<file path="src/sad_pkg.sv">
package sad_pkg;

  localparam int ADDR_W = 32;
  localparam logic [5:0] BLK_CS0 = 6'h00;
  localparam logic [5:0] BLK_CS5 = 6'h05;
  localparam logic [5:0] BLK_PCC0 = 6'h08;
  localparam logic [5:0] BLK_PCC1 = 6'h0C;
  localparam logic [5:0] BLK_PERIPH = 6'h10;
  localparam logic [5:0] BLK_LCD = 6'h11;
  localparam logic [5:0] BLK_MEMC = 6'h12;
  localparam logic [5:0] BLK_USBH = 6'h13;
  localparam logic [5:0] BLK_CAPT = 6'h14;
  localparam logic [5:0] BLK_RSV_15 = 6'h15;
  localparam logic [5:0] BLK_IMEM_CTL = 6'h16;
  localparam logic [5:0] BLK_IMEM = 6'h17;
  localparam logic [5:0] BLK_SDR0 = 6'h28;
  localparam logic [5:0] BLK_SDR3 = 6'h2B;
  localparam logic [3:0] NIB_SDR2_L = 4'h8;
  localparam logic [3:0] NIB_SDR3_L = 4'h9;
  localparam logic [3:0] NIB_SDR0_L = 4'hA;
  localparam logic [3:0] NIB_SDR1_L = 4'hB;
  localparam int IMEM_BYTES = 262144;
  localparam int IMEM_AW = 18;

  localparam int NUM_TGT = 16;
  typedef enum logic [3:0] {
    SAD_T_CS0 = 4'h0, SAD_T_CS1 = 4'h1, SAD_T_CS2 = 4'h2, SAD_T_CS3 = 4'h3,
    SAD_T_CS4 = 4'h4, SAD_T_CS5 = 4'h5, SAD_T_PCC0 = 4'h6, SAD_T_PCC1 = 4'h7,
    SAD_T_PERIPH = 4'h8, SAD_T_LCD = 4'h9, SAD_T_MEMC = 4'hA, SAD_T_USBH = 4'hB,
    SAD_T_CAPT = 4'hC, SAD_T_IMEM_CTL = 4'hD, SAD_T_IMEM = 4'hE, SAD_T_SDRAM = 4'hF
  } sad_tgt_e;

  typedef enum logic [1:0] {
    SAD_PC_IO = 2'h0, SAD_PC_RSV = 2'h1, SAD_PC_ATTR = 2'h2, SAD_PC_MEM = 2'h3
  } sad_pcspace_e;

  localparam logic [3:0] CP_INTC = 4'h6;
  localparam logic [3:0] CP_DBG = 4'hE;
  localparam logic [3:0] CP_SYS = 4'hF;
  localparam int CP_SEL_W = 6;

  typedef enum logic [1:0] {
    SAD_ST_IDLE = 2'b00, SAD_ST_LOAD = 2'b01, SAD_ST_RUN = 2'b11
  } sad_state_e;
  localparam logic [1:0] RST_SDR_PART = 2'h0;

endpackage : sad_pkg

</file>
<file path="src/sad_mem_dec.sv">
`timescale 1ns/1ps
module sad_mem_dec (
  input wire logic [31:0] addr,
  input wire logic static_wide,
  input wire logic sdram_large,
  output logic hit,
  output logic [3:0] tgt,
  output logic [1:0] sdr_part,
  output logic [1:0] pc_space
);
  logic [5:0] blk;
  logic [3:0] nib;
  always_comb begin
    blk = addr[31:26];
    nib = addr[31:28];
    hit = 1'b1;
    tgt = sad_pkg::SAD_T_CS0;
    sdr_part = sad_pkg::RST_SDR_PART;
    // Card space only means something for socket hits
    pc_space = 2'h0;
    if (blk <= sad_pkg::BLK_CS5) begin
      if (static_wide && blk < 6'h04) begin
        tgt = {3'h0, blk[1]};
      end else begin
        tgt = blk[3:0];
      end
    end else if (nib == 4'h2) begin
      tgt = sad_pkg::SAD_T_PCC0;
      pc_space = addr[27:26];
    end else if (nib == 4'h3) begin
      tgt = sad_pkg::SAD_T_PCC1;
      pc_space = addr[27:26];
    end else if (blk >= sad_pkg::BLK_PERIPH && blk <= sad_pkg::BLK_IMEM && blk != sad_pkg::BLK_RSV_15) begin
      tgt = blk[3:0] + 4'h8;
      if (blk == sad_pkg::BLK_IMEM_CTL) tgt = sad_pkg::SAD_T_IMEM_CTL;
      if (blk == sad_pkg::BLK_IMEM) tgt = sad_pkg::SAD_T_IMEM;
      if (blk == sad_pkg::BLK_IMEM && addr[25:sad_pkg::IMEM_AW] != '0) hit = 1'b0;
    end else if (!sdram_large && blk >= sad_pkg::BLK_SDR0 && blk <= sad_pkg::BLK_SDR3) begin
      tgt = sad_pkg::SAD_T_SDRAM;
      sdr_part = blk[1:0];
    end else if (sdram_large && nib >= sad_pkg::NIB_SDR2_L && nib <= sad_pkg::NIB_SDR1_L) begin
      tgt = sad_pkg::SAD_T_SDRAM;
      sdr_part = {~nib[1], nib[0]};
    end else begin
      hit = 1'b0;
    end
  end
endmodule : sad_mem_dec

</file>
<file path="src/sad_cp_dec.sv">
`timescale 1ns/1ps
module sad_cp_dec (
  input wire logic [3:0] cp_num,
  input wire logic [3:0] primary_coproc_regnum,
  input wire logic [3:0] secondary_coproc_regnum,
  input wire logic [2:0] op2,
  output logic hit,
  output logic [5:0] sel
);
  // sel: {cp group[1:0], index[3:0]}; group 1=cp6, 2=cp14, 3=cp15
  always_comb begin
    hit = 1'b0;
    sel = '0;
    unique case (cp_num)
      sad_pkg::CP_INTC: begin
        if (primary_coproc_regnum <= 4'h5 && secondary_coproc_regnum == 4'h0 && op2 == 3'h0) begin
          hit = 1'b1;
          sel = {2'h1, primary_coproc_regnum};
        end
      end
      sad_pkg::CP_DBG: begin
        if (primary_coproc_regnum != 4'h4 && primary_coproc_regnum != 4'h5 && primary_coproc_regnum != 4'hF && secondary_coproc_regnum == 4'h0 && op2 == 3'h0) begin
          hit = 1'b1;
          sel = {2'h2, primary_coproc_regnum};
        end
      end
      sad_pkg::CP_SYS: begin
        unique case (primary_coproc_regnum)
          4'h7: begin
            hit = (secondary_coproc_regnum == 4'h7 && op2 == 3'h0) || (secondary_coproc_regnum == 4'h5 && (op2 == 3'h0 || op2 == 3'h1 || op2 == 3'h6))
              || (secondary_coproc_regnum == 4'h6 && op2 <= 3'h1) || (secondary_coproc_regnum == 4'hA && (op2 == 3'h1 || op2 == 3'h4))
              || (secondary_coproc_regnum == 4'h2 && op2 == 3'h5);
            sel = {2'h3, 4'h7};
          end
          4'h8: begin
            hit = (secondary_coproc_regnum == 4'h7 && op2 == 3'h0) || ((secondary_coproc_regnum == 4'h5 || secondary_coproc_regnum == 4'h6) && op2 <= 3'h1);
            sel = {2'h3, 4'h8};
          end
          4'hA: begin
            hit = (secondary_coproc_regnum == 4'h4 || secondary_coproc_regnum == 4'h8) && op2 <= 3'h1;
            sel = {2'h3, 4'hA};
          end
          4'hE: begin
            hit = (secondary_coproc_regnum == 4'h0 || secondary_coproc_regnum == 4'h3 || secondary_coproc_regnum == 4'h4 || secondary_coproc_regnum == 4'h8 || secondary_coproc_regnum == 4'h9) && op2 == 3'h0;
            sel = {2'h3, 4'hE};
          end
          default: begin
            hit = 1'b0;
            sel = '0;
          end
        endcase
      end
      default: begin
        hit = 1'b0;
        sel = '0;
      end
    endcase
  end
endmodule : sad_cp_dec

</file>
<file path="src/sad_top.sv">
`timescale 1ns/1ps
// What this block does
// - Reserved top-level region access raises data abort
// - Reserved peripheral offsets complete without abort
// - Bits 31:26 pick one of 64 blocks
// - Unit field; bits 25:24 zero on device
// - Sub-unit bits 19:11 treated as zero
// - Default map: six 64 Mbyte chip selects
// - Wide option: CS0/CS1 get 128 Mbyte each
// - Two 256 Mbyte PC Card sockets, three spaces
// - Route peripheral, LCD, memctl, USB, capture windows
// - 0x54 reserved; internal memory control and array
// - Bus units below 0x6000_0000; above reserved except SDRAM
// - Default SDRAM: four 64 Mbyte partitions
// - Large map: four 256 Mbyte partitions
// - Cp6 decodes interrupt controller registers 0-5
// - Cp14 performance, clock, power registers
// - Cp14 debug, trace, checkpoint registers
// - Cp15 register 7 cache operations
// - Cp15 register 8 TLB invalidation
// - Cp15 register 10 TLB lock and unlock
// - Cp15 register 14 breakpoint registers
module sad_top (
  input wire logic clk_sys,
  input wire logic rst_n,
  input wire logic clk_en,
  input wire logic static_wide_req,
  input wire logic sdram_large_req,
  input wire logic mem_req,
  input wire logic [31:0] mem_addr,
  input wire logic cp_req,
  input wire logic [3:0] cp_num,
  input wire logic [3:0] cp_crn,
  input wire logic [3:0] cp_crm,
  input wire logic [2:0] cp_op2,
  output logic mem_valid,
  output logic [15:0] tgt_sel,
  output logic [31:0] tgt_addr,
  output logic [1:0] sdram_part,
  output logic [1:0] pc_space,
  output logic data_abort,
  output logic cp_valid,
  output logic [5:0] cp_sel,
  output logic cp_undef,
  output logic static_wide,
  output logic sdram_large
);
  sad_pkg::sad_state_e state_ff, nxt_state;
  logic static_wide_ff, nxt_static_wide;
  logic sdram_large_ff, nxt_sdram_large;
  logic dec_hit, cpd_hit;
  logic [3:0] dec_tgt;
  logic [1:0] dec_part, dec_pc;
  logic [5:0] cpd_sel;
  logic mem_valid_ff, nxt_mem_valid;
  logic [15:0] tgt_sel_ff, nxt_tgt_sel;
  logic [31:0] tgt_addr_ff, nxt_tgt_addr;
  logic [1:0] part_ff, nxt_part, pc_ff, nxt_pc;
  logic abort_ff, nxt_abort;
  logic cp_valid_ff, nxt_cp_valid;
  logic [5:0] cp_sel_ff, nxt_cp_sel;
  logic cp_undef_ff, nxt_cp_undef;

  sad_mem_dec u_mem_dec (
    .addr(mem_addr),
    .static_wide(static_wide_ff),
    .sdram_large(sdram_large_ff),
    .hit(dec_hit),
    .tgt(dec_tgt),
    .sdr_part(dec_part),
    .pc_space(dec_pc)
  );

  sad_cp_dec u_cp_dec (
    .cp_num(cp_num),
    .primary_coproc_regnum(cp_crn),
    .secondary_coproc_regnum(cp_crm),
    .op2(cp_op2),
    .hit(cpd_hit),
    .sel(cpd_sel)
  );

  // Options sampled after reset and again in RUN only while no request is pending or reported, so decode never shifts under traffic
  always_comb begin
    nxt_state = state_ff;
    nxt_static_wide = static_wide_ff;
    nxt_sdram_large = sdram_large_ff;
    unique case (state_ff)
      sad_pkg::SAD_ST_IDLE: nxt_state = sad_pkg::SAD_ST_LOAD;
      sad_pkg::SAD_ST_LOAD: begin
        nxt_static_wide = static_wide_req;
        nxt_sdram_large = sdram_large_req;
        nxt_state = sad_pkg::SAD_ST_RUN;
      end
      sad_pkg::SAD_ST_RUN: begin
        if (!mem_req && !mem_valid_ff) begin
          nxt_static_wide = static_wide_req;
          nxt_sdram_large = sdram_large_req;
        end
      end
      default: nxt_state = sad_pkg::SAD_ST_IDLE;
    endcase
  end

  always_ff @(posedge clk_sys) begin
    if (!rst_n) begin
      state_ff <= sad_pkg::SAD_ST_IDLE;
      static_wide_ff <= 1'b0;
      sdram_large_ff <= 1'b0;
    end else if (clk_en) begin
      state_ff <= nxt_state;
      static_wide_ff <= nxt_static_wide;
      sdram_large_ff <= nxt_sdram_large;
    end
  end

  // Requests before options settle are held off by reporting nothing
  always_comb begin
    logic go;
    go = mem_req && state_ff == sad_pkg::SAD_ST_RUN;
    nxt_mem_valid = go;
    nxt_tgt_sel = '0;
    nxt_abort = 1'b0;
    nxt_part = '0;
    nxt_pc = '0;
    nxt_tgt_addr = tgt_addr_ff;
    if (go) begin
      // Bits 19:11 ignored inside units; peripheral holes return junk, no abort
      nxt_tgt_addr = {mem_addr[31:20], 9'h000, mem_addr[10:0]};
      if (dec_hit) begin
        nxt_tgt_sel[dec_tgt] = 1'b1;
        nxt_part = dec_part;
        nxt_pc = dec_pc;
      end else begin
        nxt_abort = 1'b1;
      end
    end
    nxt_cp_valid = cp_req && state_ff == sad_pkg::SAD_ST_RUN;
    nxt_cp_sel = (nxt_cp_valid && cpd_hit) ? cpd_sel : 6'h00;
    nxt_cp_undef = nxt_cp_valid && !cpd_hit;
  end

  always_ff @(posedge clk_sys) begin
    if (!rst_n) begin
      mem_valid_ff <= 1'b0;
      tgt_sel_ff <= '0;
      tgt_addr_ff <= '0;
      part_ff <= '0;
      pc_ff <= '0;
      abort_ff <= 1'b0;
      cp_valid_ff <= 1'b0;
      cp_sel_ff <= '0;
      cp_undef_ff <= 1'b0;
    end else if (clk_en) begin
      mem_valid_ff <= nxt_mem_valid;
      tgt_sel_ff <= nxt_tgt_sel;
      tgt_addr_ff <= nxt_tgt_addr;
      part_ff <= nxt_part;
      pc_ff <= nxt_pc;
      abort_ff <= nxt_abort;
      cp_valid_ff <= nxt_cp_valid;
      cp_sel_ff <= nxt_cp_sel;
      cp_undef_ff <= nxt_cp_undef;
    end
  end

  assign mem_valid = mem_valid_ff;
  assign tgt_sel = tgt_sel_ff;
  assign tgt_addr = tgt_addr_ff;
  assign sdram_part = part_ff;
  assign pc_space = pc_ff;
  assign data_abort = abort_ff;
  assign cp_valid = cp_valid_ff;
  assign cp_sel = cp_sel_ff;
  assign cp_undef = cp_undef_ff;
  assign static_wide = static_wide_ff;
  assign sdram_large = sdram_large_ff;

  property p_onehot;
    @(posedge clk_sys) disable iff (!rst_n)
      mem_valid |-> $onehot({tgt_sel, data_abort});
  endproperty
  a_onehot: assert property (p_onehot) else $error("select not one-hot");

  property p_resv_abort;
    @(posedge clk_sys) disable iff (!rst_n)
      clk_en && mem_req && state_ff == sad_pkg::SAD_ST_RUN && mem_addr[31:26] == 6'h15 |=> data_abort;
  endproperty
  a_resv_abort: assert property (p_resv_abort) else $error("reserved 0x54 no abort");

  property p_high_abort;
    @(posedge clk_sys) disable iff (!rst_n)
      clk_en && mem_req && state_ff == sad_pkg::SAD_ST_RUN && mem_addr[31:30] == 2'b11 |=> data_abort;
  endproperty
  a_high_abort: assert property (p_high_abort) else $error("high space no abort");

  property p_cs4;
    @(posedge clk_sys) disable iff (!rst_n)
      clk_en && mem_req && state_ff == sad_pkg::SAD_ST_RUN && mem_addr[31:26] == 6'h04 |=> tgt_sel[4];
  endproperty
  a_cs4: assert property (p_cs4) else $error("cs4 not selected");

  property p_wide;
    @(posedge clk_sys) disable iff (!rst_n)
      clk_en && mem_req && state_ff == sad_pkg::SAD_ST_RUN && static_wide_ff && mem_addr[31:26] == 6'h03
      |=> tgt_sel[1] && !tgt_sel[3];
  endproperty
  a_wide: assert property (p_wide) else $error("wide cs1 wrong");

  property p_capt;
    @(posedge clk_sys) disable iff (!rst_n)
      clk_en && mem_req && state_ff == sad_pkg::SAD_ST_RUN && mem_addr[31:26] == 6'h14 |=> tgt_sel[12];
  endproperty
  a_capt: assert property (p_capt) else $error("capture not routed");

  property p_sdr_def;
    @(posedge clk_sys) disable iff (!rst_n)
      clk_en && mem_req && state_ff == sad_pkg::SAD_ST_RUN && !sdram_large_ff && mem_addr[31:26] == 6'h2B
      |=> tgt_sel[15] && sdram_part == 2'h3;
  endproperty
  a_sdr_def: assert property (p_sdr_def) else $error("sdram part 3 wrong");

  property p_sdr_big;
    @(posedge clk_sys) disable iff (!rst_n)
      clk_en && mem_req && state_ff == sad_pkg::SAD_ST_RUN && sdram_large_ff && mem_addr[31:28] == 4'h8
      |=> tgt_sel[15] && sdram_part == 2'h2;
  endproperty
  a_sdr_big: assert property (p_sdr_big) else $error("large sdram part 2 wrong");

  property p_opt_stable;
    @(posedge clk_sys) disable iff (!rst_n)
      mem_valid && state_ff == sad_pkg::SAD_ST_RUN |-> $stable(static_wide_ff) && $stable(sdram_large_ff);
  endproperty
  a_opt_stable: assert property (p_opt_stable) else $error("option moved in flight");

  property p_cp6;
    @(posedge clk_sys) disable iff (!rst_n)
      clk_en && cp_req && state_ff == sad_pkg::SAD_ST_RUN && cp_num == 4'h6 && cp_crn == 4'h3
      && cp_crm == 4'h0 && cp_op2 == 3'h0 |=> cp_sel == 6'h13 && !cp_undef;
  endproperty
  a_cp6: assert property (p_cp6) else $error("cp6 fiq pending not decoded");

  property p_cp14_rsv;
    @(posedge clk_sys) disable iff (!rst_n)
      clk_en && cp_req && state_ff == sad_pkg::SAD_ST_RUN && cp_num == 4'hE && cp_crn == 4'hF |=> cp_undef;
  endproperty
  a_cp14_rsv: assert property (p_cp14_rsv) else $error("cp14 15 not refused");

  property p_pcc1;
    @(posedge clk_sys) disable iff (!rst_n)
      clk_en && mem_req && state_ff == sad_pkg::SAD_ST_RUN && mem_addr[31:28] == 4'h3
      |=> tgt_sel[7] && pc_space == $past(mem_addr[27:26]);
  endproperty
  a_pcc1: assert property (p_pcc1) else $error("socket 1 space wrong");

  property p_periph_hole;
    @(posedge clk_sys) disable iff (!rst_n)
      clk_en && mem_req && state_ff == sad_pkg::SAD_ST_RUN && mem_addr[31:28] == 4'h4
      |=> mem_valid && !data_abort;
  endproperty
  a_periph_hole: assert property (p_periph_hole) else $error("peripheral space aborted");

  property p_imem_ctl;
    @(posedge clk_sys) disable iff (!rst_n)
      clk_en && mem_req && state_ff == sad_pkg::SAD_ST_RUN && mem_addr[31:26] == 6'h16
      |=> tgt_sel[13];
  endproperty
  a_imem_ctl: assert property (p_imem_ctl) else $error("memory control not routed");

  property p_imem_over;
    @(posedge clk_sys) disable iff (!rst_n)
      clk_en && mem_req && state_ff == sad_pkg::SAD_ST_RUN && mem_addr[31:26] == 6'h17
      && mem_addr[25:18] != 8'h00 |=> data_abort;
  endproperty
  a_imem_over: assert property (p_imem_over) else $error("array overrun no abort");

  property p_sub_unit;
    @(posedge clk_sys) disable iff (!rst_n)
      mem_valid |-> tgt_addr[19:11] == 9'h000;
  endproperty
  a_sub_unit: assert property (p_sub_unit) else $error("sub-unit bits not cleared");

  property p_cp14_clk;
    @(posedge clk_sys) disable iff (!rst_n)
      clk_en && cp_req && state_ff == sad_pkg::SAD_ST_RUN && cp_num == 4'hE && cp_crn == 4'h6
      && cp_crm == 4'h0 && cp_op2 == 3'h0 |=> cp_sel == 6'h26 && !cp_undef;
  endproperty
  a_cp14_clk: assert property (p_cp14_clk) else $error("cp14 clock config not decoded");

  property p_cp15_cache;
    @(posedge clk_sys) disable iff (!rst_n)
      clk_en && cp_req && state_ff == sad_pkg::SAD_ST_RUN && cp_num == 4'hF && cp_crn == 4'h7
      && cp_crm == 4'hA && cp_op2 == 3'h4 |=> cp_sel == 6'h37 && !cp_undef;
  endproperty
  a_cp15_cache: assert property (p_cp15_cache) else $error("drain buffer not decoded");

  property p_cp15_tlb;
    @(posedge clk_sys) disable iff (!rst_n)
      clk_en && cp_req && state_ff == sad_pkg::SAD_ST_RUN && cp_num == 4'hF && cp_crn == 4'h8
      && cp_crm == 4'h6 && cp_op2 == 3'h1 |=> cp_sel == 6'h38 && !cp_undef;
  endproperty
  a_cp15_tlb: assert property (p_cp15_tlb) else $error("data tlb entry not decoded");

  property p_cp15_lock;
    @(posedge clk_sys) disable iff (!rst_n)
      clk_en && cp_req && state_ff == sad_pkg::SAD_ST_RUN && cp_num == 4'hF && cp_crn == 4'hA
      && cp_crm == 4'h8 && cp_op2 == 3'h1 |=> cp_sel == 6'h3A && !cp_undef;
  endproperty
  a_cp15_lock: assert property (p_cp15_lock) else $error("data tlb unlock not decoded");

  property p_cp15_bkpt;
    @(posedge clk_sys) disable iff (!rst_n)
      clk_en && cp_req && state_ff == sad_pkg::SAD_ST_RUN && cp_num == 4'hF && cp_crn == 4'hE
      && cp_crm == 4'h3 && cp_op2 == 3'h0 |=> cp_sel == 6'h3E && !cp_undef;
  endproperty
  a_cp15_bkpt: assert property (p_cp15_bkpt) else $error("data breakpoint b not decoded");

  property p_cp_excl;
    @(posedge clk_sys) disable iff (!rst_n)
      cp_valid |-> (cp_sel != 6'h00) != cp_undef;
  endproperty
  a_cp_excl: assert property (p_cp_excl) else $error("cp select and undef clash");

endmodule : sad_top

</file>
<file path="config.mk">
export PLATFORM = sky130hd
export DESIGN_NAME = sad_top
export DESIGN_NICKNAME = d
export VERILOG_FILES = /design/src/sad_pkg.sv /design/src/sad_mem_dec.sv /design/src/sad_cp_dec.sv /design/src/sad_top.sv
export SDC_FILE = /design/constraint.sdc
export NUM_CORES = 1
export LEC_CHECK = 0
export BUFFER_PORTS_ARGS = -buffer_cell sky130_fd_sc_hd__clkbuf_2
export CAP_MARGIN = 10
export CORE_UTILIZATION = 38
export CTS_BUF_LIST = sky130_fd_sc_hd__clkbuf_8 sky130_fd_sc_hd__clkbuf_16
export DETAILED_ROUTE_END_ITERATION = 12
export PLACE_DENSITY = 0.66
export REMOVE_ABC_BUFFERS = 1
export SLEW_MARGIN = 20
export SYNTH_ARGS = -nofsm -noshare
export SYNTH_HDL_FRONTEND = slang
export SYNTH_SLANG_ARGS = --single-unit
</file>
<file path="constraint.sdc">
create_clock -name clk_sys -period 5.3 [get_ports clk_sys]
set_input_delay 0.265 -clock clk_sys [delete_from_list [all_inputs] [get_ports clk_sys]]
set_output_delay 0.265 -clock clk_sys [all_outputs]
set_load 0.01 [all_outputs]
</file>
==> run_summary.xml, run 1 <==
<?xml version="1.0" encoding="UTF-8"?>
<metrics>
  <group name="logic_synthesis">
    <metric name="post-synth-top-area-cell" unit="">dfxtp_1</metric>
    <metric name="synth_top_flop_cell" unit="">dfxtp_1</metric>
    <metric name="yosys_register_bits" unit="">57</metric>
    <metric name="ys_seq_area_share" unit="%">40.55</metric>
    <metric name="edff_count_synth" unit="">0</metric>
    <metric name="synthesis.area" unit="sq um">2814</metric>
    <metric name="syn_inst" unit="">350</metric>
    <metric name="ys_types" unit="">59</metric>
    <metric name="synth_top_area_share" unit="%">40.55</metric>
    <metric name="synth_area_leaders" unit="">dfxtp_1 (41%), nand2_1 (9.6%), a21oi_1 (7.6%), buf_4 (2.9%), nor2_1 (2.7%)</metric>
    <metric name="yosysWarningCount" unit="">0</metric>
    <metric name="postSynth.asyncResetShare" unit="%">0</metric>
    <metric name="syn-mean-instance-area" unit="sq um">8.040</metric>
  </group>
  <group name="power">
    <metric name="switching_power" unit="uW">229.5</metric>
    <metric name="power.static_leakage" unit="uW">0.001486</metric>
    <metric name="report.power.total" unit="uW">905.5</metric>
    <metric name="powerDensity" unit="nW/um^2">259.5</metric>
    <metric name="max-vdd-ir-drop" unit="uV">148.4</metric>
    <metric name="power_frac_comb" unit="%">9.7</metric>
    <metric name="power.share.sequential" unit="%">47.9</metric>
    <metric name="power.clock.fraction" unit="%">42.3</metric>
    <metric name="p_sw_share" unit="%">25.35</metric>
    <metric name="internal_dissipation" unit="uW">676.0</metric>
  </group>
  <group name="timing">
    <metric name="finalSetupViolCount" unit="">0</metric>
    <metric name="slew_violations" unit="">0</metric>
    <metric name="post-route-period-util" unit="%">42.20</metric>
    <metric name="worst_slew_pin_slew" unit="ps">1005</metric>
    <metric name="hold_violations" unit="">0</metric>
    <metric name="final_period_minus_worst_setup_slack" unit="ps">2236</metric>
    <metric name="worst_slack" unit="ps">3064</metric>
    <metric name="whs" unit="ps">139.9</metric>
    <metric name="timing.clock.skew" unit="ps">8.502</metric>
    <metric name="timing.fmax" unit="GHz">0.4471</metric>
    <metric name="slew_headroom" unit="%">33.01</metric>
    <metric name="setup_tns" unit="ps">0</metric>
    <metric name="setup_repair_after_global_routing_missed_its_margin" unit="">false</metric>
  </group>
  <group name="placed_design">
    <metric name="number_of_buffers_inserted_by_port_buffering" unit="">101</metric>
    <metric name="place.detailed.hpwl" unit="mm">4.837</metric>
    <metric name="dpl-instance-area" unit="sq um">3303</metric>
    <metric name="globalplace.congestion" unit="">0.8501</metric>
    <metric name="preCtsSetupSlack" unit="ps">2715</metric>
  </group>
  <group name="die">
    <metric name="initial_utilization" unit="%">39.00</metric>
    <metric name="rows" unit="">31</metric>
    <metric name="floorplan.die.width" unit="microns">88.06</metric>
    <metric name="die_y" unit="microns">88.06</metric>
    <metric name="top_level_ports" unit="">118</metric>
    <metric name="die_area" unit="sq um">7754</metric>
    <metric name="placeable_core_region" unit="sq um">7214</metric>
  </group>
  <group name="worst_hold_path">
    <metric name="timing.hold.worst.class" unit="">input port to register</metric>
  </group>
  <group name="route">
    <metric name="viasPerCell" unit="">5.066</metric>
    <metric name="routed_wire_length_per_instance" unit="microns">12.56</metric>
    <metric name="routed-via-count" unit="">2761</metric>
    <metric name="totalWireLength" unit="mm">6.844</metric>
    <metric name="postRouteAntennaNets" unit="">0</metric>
    <metric name="drt_drc_violations_left" unit="">0</metric>
    <metric name="drt_first_iter_violations" unit="">96</metric>
    <metric name="drt_pre_antenna_iters" unit="">4</metric>
  </group>
  <group name="clock_network">
    <metric name="number_of_cts_inserted_buffers" unit="">9</metric>
    <metric name="clock_sink_count" unit="">57</metric>
    <metric name="post_cts_buffers" unit="">0</metric>
    <metric name="clk_root_buffer_cell" unit="">clkbuf_8</metric>
    <metric name="ctsHtreeMaxLevel" unit="">3</metric>
    <metric name="clock_latency" unit="ps">340</metric>
    <metric name="cts_hold_buf" unit="">0</metric>
    <metric name="clkSlewWorstSetupHoldPaths" unit="ps">70</metric>
    <metric name="cts_tree" unit="">yes</metric>
    <metric name="cts_buffer_depth" unit="">2</metric>
    <metric name="cts_repair_resize_count" unit="">0</metric>
  </group>
  <group name="setup_path">
    <metric name="cpLargestDelayFamily" unit="">compound AO/OA/AOI/OAI gates</metric>
    <metric name="worstPathCellList" unit="">nor3_1 -&gt; o21ai_0 -&gt; nand3_1 -&gt; a22oi_1 -&gt; or3b_2 -&gt; a21oi_1</metric>
    <metric name="slowest_delay" unit="ps">800</metric>
    <metric name="cp.arrival" unit="ps">2500</metric>
    <metric name="worst-path-max-fanout" unit="">15</metric>
    <metric name="worst-path-buf-inv" unit="">0</metric>
    <metric name="cp_slowest_cell" unit="">a22oi_1</metric>
    <metric name="timing.setup.critical_path_class" unit="">register to register</metric>
    <metric name="setup.worst_path.end_class" unit="">register</metric>
    <metric name="worst-endpoint-required" unit="ps">5570</metric>
    <metric name="start_kind" unit="">register</metric>
  </group>
  <group name="global_routing">
    <metric name="grt_usage" unit="%">17.45</metric>
    <metric name="global_route_wire_length_before_repair" unit="mm">10.41</metric>
    <metric name="gr-total-overflow" unit="">0</metric>
    <metric name="grt_antenna_before_repair" unit="">0</metric>
    <metric name="grt_start_max_net_pins" unit="">48</metric>
    <metric name="grt_pass1_vias" unit="">2341</metric>
  </group>
  <group name="cells_and_area">
    <metric name="final_nets" unit="">495</metric>
    <metric name="flow.area_growth_from_synthesis" unit="%">24.01</metric>
    <metric name="antenna_cells_inserted" unit="">0</metric>
    <metric name="mostFrequentLayoutCells" unit="">clkbuf_2 (101), nand2_1 (72), dfxtp_1 (57), a21oi_1 (43), nor2_1 (20)</metric>
    <metric name="layout.cells.most_common" unit="">clkbuf_2</metric>
    <metric name="final_design_area_no_fill" unit="sq um">3490</metric>
    <metric name="drive_above_1_share" unit="%">29.37</metric>
  </group>
  <group name="status">
    <metric name="run_status" unit="">completed</metric>
  </group>
  <group name="job">
    <metric name="cap_violations" unit="">0</metric>
  </group>
</metrics>
-- Yosys cell counts (3+ instances only) --
cell       n
mux2i_1    3
nand4_1    9
clkbuf_1  16
o21ai_0   11
a22o_1     5
nor2b_1    6
a32o_1     5
nor3_1     6
nor4_1     5
nor2_1    20
and4_1     5
nand3b_1   3
inv_1      8
buf_4     11
nand2_1   72
and2_1     4
nand3_1    5
nand2b_1   6
a21oi_1   43
dfxtp_1   57
and3_1     4
-- cells by family after synthesis --
family / count (synthesis) / share of synthesized area [%]
compound gates: 89 / 21.25
flops: 57 / 40.55
other cells: 1 / 0.1333
buf+inv: 39 / 7.648
simple gates: 158 / 28.32
xor+xnor: 2 / 0.6226
mux: 4 / 1.467
-- layout make-up --
type | instances | area, sq um
well taps | 99 | 123.9
clock inverters | 7 | 62.56
inverters | 8 | 30.03
multi-input cells | 262 | 1488
clock buffers | 9 | 123.9
repair buffers | 103 | 520.5
fillers | 751 | 3725
flip-flops and latches | 57 | 1141
-- flip-flops by register name (all words and copies together) (netlist names), 2 cells and up --
name and cells:
tgt_addr 23, tgt_sel 16, cp_sel 6, pc_space 2, sdram_part 2, state_ff 2
-- final timing paths --
kind              cells past startpoint   startpoint     endpoint  slack, ps
setup / recovery                      6  static_wide  tgt_sel[12]       3060
hold / removal                        3  mem_addr[1]  tgt_addr[1]        140
setup reg to reg                      6  static_wide  tgt_sel[12]       3060
hold reg to reg                       2   tgt_sel[8]   tgt_sel[8]        450
-- per-layer routing --
| metal | wire length, microns | GRT usage (%) |
|---|---|---|
| met4 | 108 | 8.798 |
| met3 | 501 | 5.467 |
| met2 | 3089 | 28.33 |
| met1 | 3145 | 20.83 |
| met5 | 0 | 0 |
-- power by group through the flow --
stage	clock, uW	combinational [uW]	sequential (uW)
6_report	383	88.1	434
3_5_place_dp	0	88.2	444
4_1_cts	394	88.3	434
2_1_floorplan	0	42.9	444
5_1_grt	410	98.1	434
3_3_place_gp	0	86.6	443
-- stage by stage --
step	util, %	std cells
2_1_floorplan	-	327
3_3_place_gp	45.79	529
3_5_place_dp	45.79	529
4_1_cts	48.37	545
5_1_grt	48.37	545
6_report	48.37	545
-- worst min-delay path: cells and delay by family --
family | cells | cell delay [ps]
AND/OR/NAND/NOR | 1 | 40
buffers and inverters | 1 | 80
AO/OA/AOI/OAI | 1 | 50
Power figures use the tool's default switching activity.
==> run 2, diff against run 1 <==
--- a/config.mk
+++ b/config.mk
@@ -10,7 +10,7 @@
 export CORE_UTILIZATION = 38
 export CTS_BUF_LIST = sky130_fd_sc_hd__clkbuf_8 sky130_fd_sc_hd__clkbuf_16
 export DETAILED_ROUTE_END_ITERATION = 12
-export PLACE_DENSITY = 0.66
+export PLACE_DENSITY = 0.68
 export REMOVE_ABC_BUFFERS = 1
 export SLEW_MARGIN = 20
 export SYNTH_ARGS = -nofsm -noshare
==> constraint.sdc (replaced) <==
create_clock -name clk_sys -period 2.03 [get_ports clk_sys]
set_input_delay 0.1015 -clock clk_sys [delete_from_list [all_inputs] [get_ports clk_sys]]
set_output_delay 0.1015 -clock clk_sys [all_outputs]
set_load 0.01 [all_outputs]
==> run 2 against run 1 <==
- final cell count up 4.8%
- die area unchanged
- utilization increased by 4.2 points
- sequential power grew to 2.6 times the previous value
- hold slack lost 94 ps
- clock skew up 1.3 ps
- largest cell class unchanged
- largest power group unchanged
- highest routed layer unchanged
==> run_summary.xml, run 2 (synthesized netlist as in run 1, its figures left out) <==
<?xml version="1.0" encoding="UTF-8"?>
<metrics>
  <group name="setup_path">
    <metric name="reg2reg_slack" unit="ps">200</metric>
    <metric name="worst_r2r_path_depth" unit="">5</metric>
    <metric name="start_kind" unit="">input port</metric>
    <metric name="cpLargestDelayFamily" unit="">simple AND/OR/NAND/NOR gates</metric>
    <metric name="setup.worst_path.end_class" unit="">register</metric>
    <metric name="worst_r2r_startpoint" unit="">static_wide</metric>
    <metric name="worstPathCellList" unit="">dlygate4sd3_1 -&gt; nor4_2 -&gt; nand2_1 -&gt; a222oi_1 -&gt; o211ai_1 -&gt; or4b_1 -&gt; a21oi_2</metric>
    <metric name="cp.arrival" unit="ps">2140</metric>
    <metric name="worst-endpoint-required" unit="ps">2320</metric>
    <metric name="slowest_delay" unit="ps">570</metric>
    <metric name="worst-path-buf-inv" unit="">1</metric>
    <metric name="worst-path-max-fanout" unit="">3</metric>
    <metric name="cp_slowest_cell" unit="">dlygate4sd3_1</metric>
    <metric name="regToRegEndpoint" unit="">tgt_sel[12]</metric>
    <metric name="timing.setup.critical_path_class" unit="">input port to register</metric>
  </group>
  <group name="global_routing">
    <metric name="grt_antenna_before_repair" unit="">0</metric>
    <metric name="global_route_wire_length_before_repair" unit="mm">11.53</metric>
    <metric name="grt_pass1_vias" unit="">2509</metric>
    <metric name="gr-total-overflow" unit="">0</metric>
    <metric name="grt_usage" unit="%">19.63</metric>
    <metric name="grt_start_max_net_pins" unit="">30</metric>
  </group>
  <group name="cells_and_area">
    <metric name="final_nets" unit="">521</metric>
    <metric name="final_cell_count_no_fill" unit="">571</metric>
    <metric name="antenna_cells_inserted" unit="">0</metric>
    <metric name="drive_above_1_share" unit="%">30.08</metric>
    <metric name="final_core_util" unit="%">52.55</metric>
    <metric name="mostFrequentLayoutCells" unit="">clkbuf_2 (95), nand2_1 (72), dfxtp_1 (57), a21oi_1 (42), nor2_1 (20)</metric>
    <metric name="largest_register_ffs" unit="">23</metric>
    <metric name="flow.area_growth_from_synthesis" unit="%">34.73</metric>
    <metric name="layout.cells.most_common" unit="">clkbuf_2</metric>
    <metric name="seqCellArea" unit="sq um">1141</metric>
    <metric name="final_design_area_no_fill" unit="sq um">3791</metric>
    <metric name="fillCellCount" unit="">702</metric>
    <metric name="multi_input_comb_area" unit="sq um">1504</metric>
  </group>
  <group name="route">
    <metric name="drt_drc_violations_left" unit="">0</metric>
    <metric name="routed-via-count" unit="">2922</metric>
    <metric name="routed_wire_length_per_instance" unit="microns">13.30</metric>
    <metric name="drt_first_iter_violations" unit="">109</metric>
    <metric name="viasPerCell" unit="">5.117</metric>
    <metric name="totalWireLength" unit="mm">7.593</metric>
    <metric name="drt_pre_antenna_iters" unit="">4</metric>
    <metric name="postRouteAntennaNets" unit="">0</metric>
  </group>
  <group name="clock_network">
    <metric name="clk_root_buffer_cell" unit="">clkbuf_8</metric>
    <metric name="clkSlewWorstSetupHoldPaths" unit="ps">80</metric>
    <metric name="number_of_cts_inserted_buffers" unit="">9</metric>
    <metric name="cts_buffer_depth" unit="">2</metric>
    <metric name="ctsHtreeMaxLevel" unit="">3</metric>
    <metric name="clock_latency" unit="ps">350</metric>
    <metric name="clock_sink_count" unit="">57</metric>
    <metric name="cts_tree" unit="">yes</metric>
  </group>
  <group name="timing">
    <metric name="hold_violations" unit="">0</metric>
    <metric name="timing.fmax" unit="GHz">0.5411</metric>
    <metric name="finalSetupViolCount" unit="">0</metric>
    <metric name="post-route-period-util" unit="%">91.03</metric>
    <metric name="final_period_minus_worst_setup_slack" unit="ps">1848</metric>
    <metric name="slew_headroom" unit="%">46.97</metric>
    <metric name="timing.clock.skew" unit="ps">9.841</metric>
    <metric name="worst_slew_pin_slew" unit="ps">792.5</metric>
    <metric name="setup_repair_after_global_routing_missed_its_margin" unit="">false</metric>
    <metric name="slew_violations" unit="">0</metric>
  </group>
  <group name="die">
    <metric name="placeable_core_region" unit="sq um">7214</metric>
    <metric name="die_area" unit="sq um">7754</metric>
    <metric name="initial_utilization" unit="%">39.00</metric>
    <metric name="rows" unit="">31</metric>
    <metric name="top_level_ports" unit="">118</metric>
    <metric name="die_y" unit="microns">88.06</metric>
    <metric name="floorplan.die.width" unit="microns">88.06</metric>
  </group>
  <group name="power">
    <metric name="power.static_leakage" unit="uW">0.001633</metric>
    <metric name="max-vdd-ir-drop" unit="uV">304.3</metric>
    <metric name="powerDensity" unit="nW/um^2">658.2</metric>
    <metric name="report.power.total" unit="uW">2495</metric>
  </group>
  <group name="worst_hold_path">
    <metric name="timing.hold.worst.class" unit="">input port to register</metric>
    <metric name="hold_path_cells" unit="">3</metric>
    <metric name="hold_end" unit="">tgt_addr[28]</metric>
    <metric name="hold_path_startpoint" unit="">mem_addr[28]</metric>
  </group>
  <group name="status">
    <metric name="run_status" unit="">completed</metric>
  </group>
  <group name="placed_design">
    <metric name="placed_cells_incl_taps" unit="">541</metric>
    <metric name="dpl-instance-area" unit="sq um">3393</metric>
    <metric name="place.detailed.hpwl" unit="mm">5.339</metric>
    <metric name="globalplace.congestion" unit="">0.8953</metric>
    <metric name="number_of_buffers_inserted_by_port_buffering" unit="">101</metric>
  </group>
  <group name="job">
    <metric name="cap_violations" unit="">0</metric>
  </group>
</metrics>
run 2: cell types whose count changed in the layout (fill, tap and decap cells not counted), sizes merged:
cell,change
buf,+13
clkbuf,-6
clkinv,-2
clkinvlp,+2
dlygate4sd3,+15
dlymetal6s4s,+4
run 2: area by class of cell:
class	count	area share (%)
Clock inverter	7	2.112
Clock buffer	9	3.267
Multi-Input combinational cell	262	39.67
Tap cell	99	3.267
Timing Repair Buffer	129	20.79
Inverter	8	0.7921
Sequential cell	57	30.10
run 2: through the flow:
| step | setup TNS (ps) | setup slack, ps | hold WS, ps |
|---|---|---|---|
| 6_report | 0 | 182.0 | 45.91 |
| 5_1_grt | 0 | 5.483 | 33.63 |
| 4_1_cts | 0 | 2.050 | 31.14 |
| 3_5_place_dp | 0 | 104.6 | 331.5 |
| 3_3_place_gp | 0 | 165.0 | 325.2 |
| 2_1_floorplan | -425.8 | -214.5 | 223.2 |
run 2: how the worst max path moves through the flow:
stage / startpoint / endpoint / slack (ps) / cells after the start
2_1_floorplan: state_ff[0] / tgt_sel[14] / -210 / 5
5_1_grt: mem_addr[24] / tgt_sel[14] / 5 / 7
3_3_place_gp: mem_addr[30] / tgt_sel[14] / 170 / 7
6_report: mem_addr[20] / tgt_sel[14] / 180 / 7
3_5_place_dp: mem_addr[29] / tgt_sel[14] / 100 / 7
4_1_cts: mem_addr[20] / tgt_sel[14] / 2 / 8
run 2: worst register-to-register path, cell delays in order (launching register included):
cell and delay, ps:
dfxtp_1 400, nand2b_1 120, a2111oi_4 370, o21ba_2 280, or3b_2 460, a21oi_1 130
run 2: routing by layer:
layer	up-vias	track usage, %	share of wire (%)
met2	90	33.90	48
li1	1464	-	-
met3	7	7.729	7.1
met5	-	0	0
met4	0	6.598	1.2
met1	1361	22.11	44
run 2: what timing repair did:
action,in CTS,in global routing
endpoints found under the setup margin,0,2
endpoints found under the hold margin,19,0
gates resized for setup,0,7
buffers inserted,0,1
hold buffers,19,0
run 2: where the power goes:
part / total [uW] / internal (uW) / switching, uW
Combinational: 281 / 121 / 159
Sequential: 1130 / 1120 / 7.72
Clock: 1080 / 576 / 506
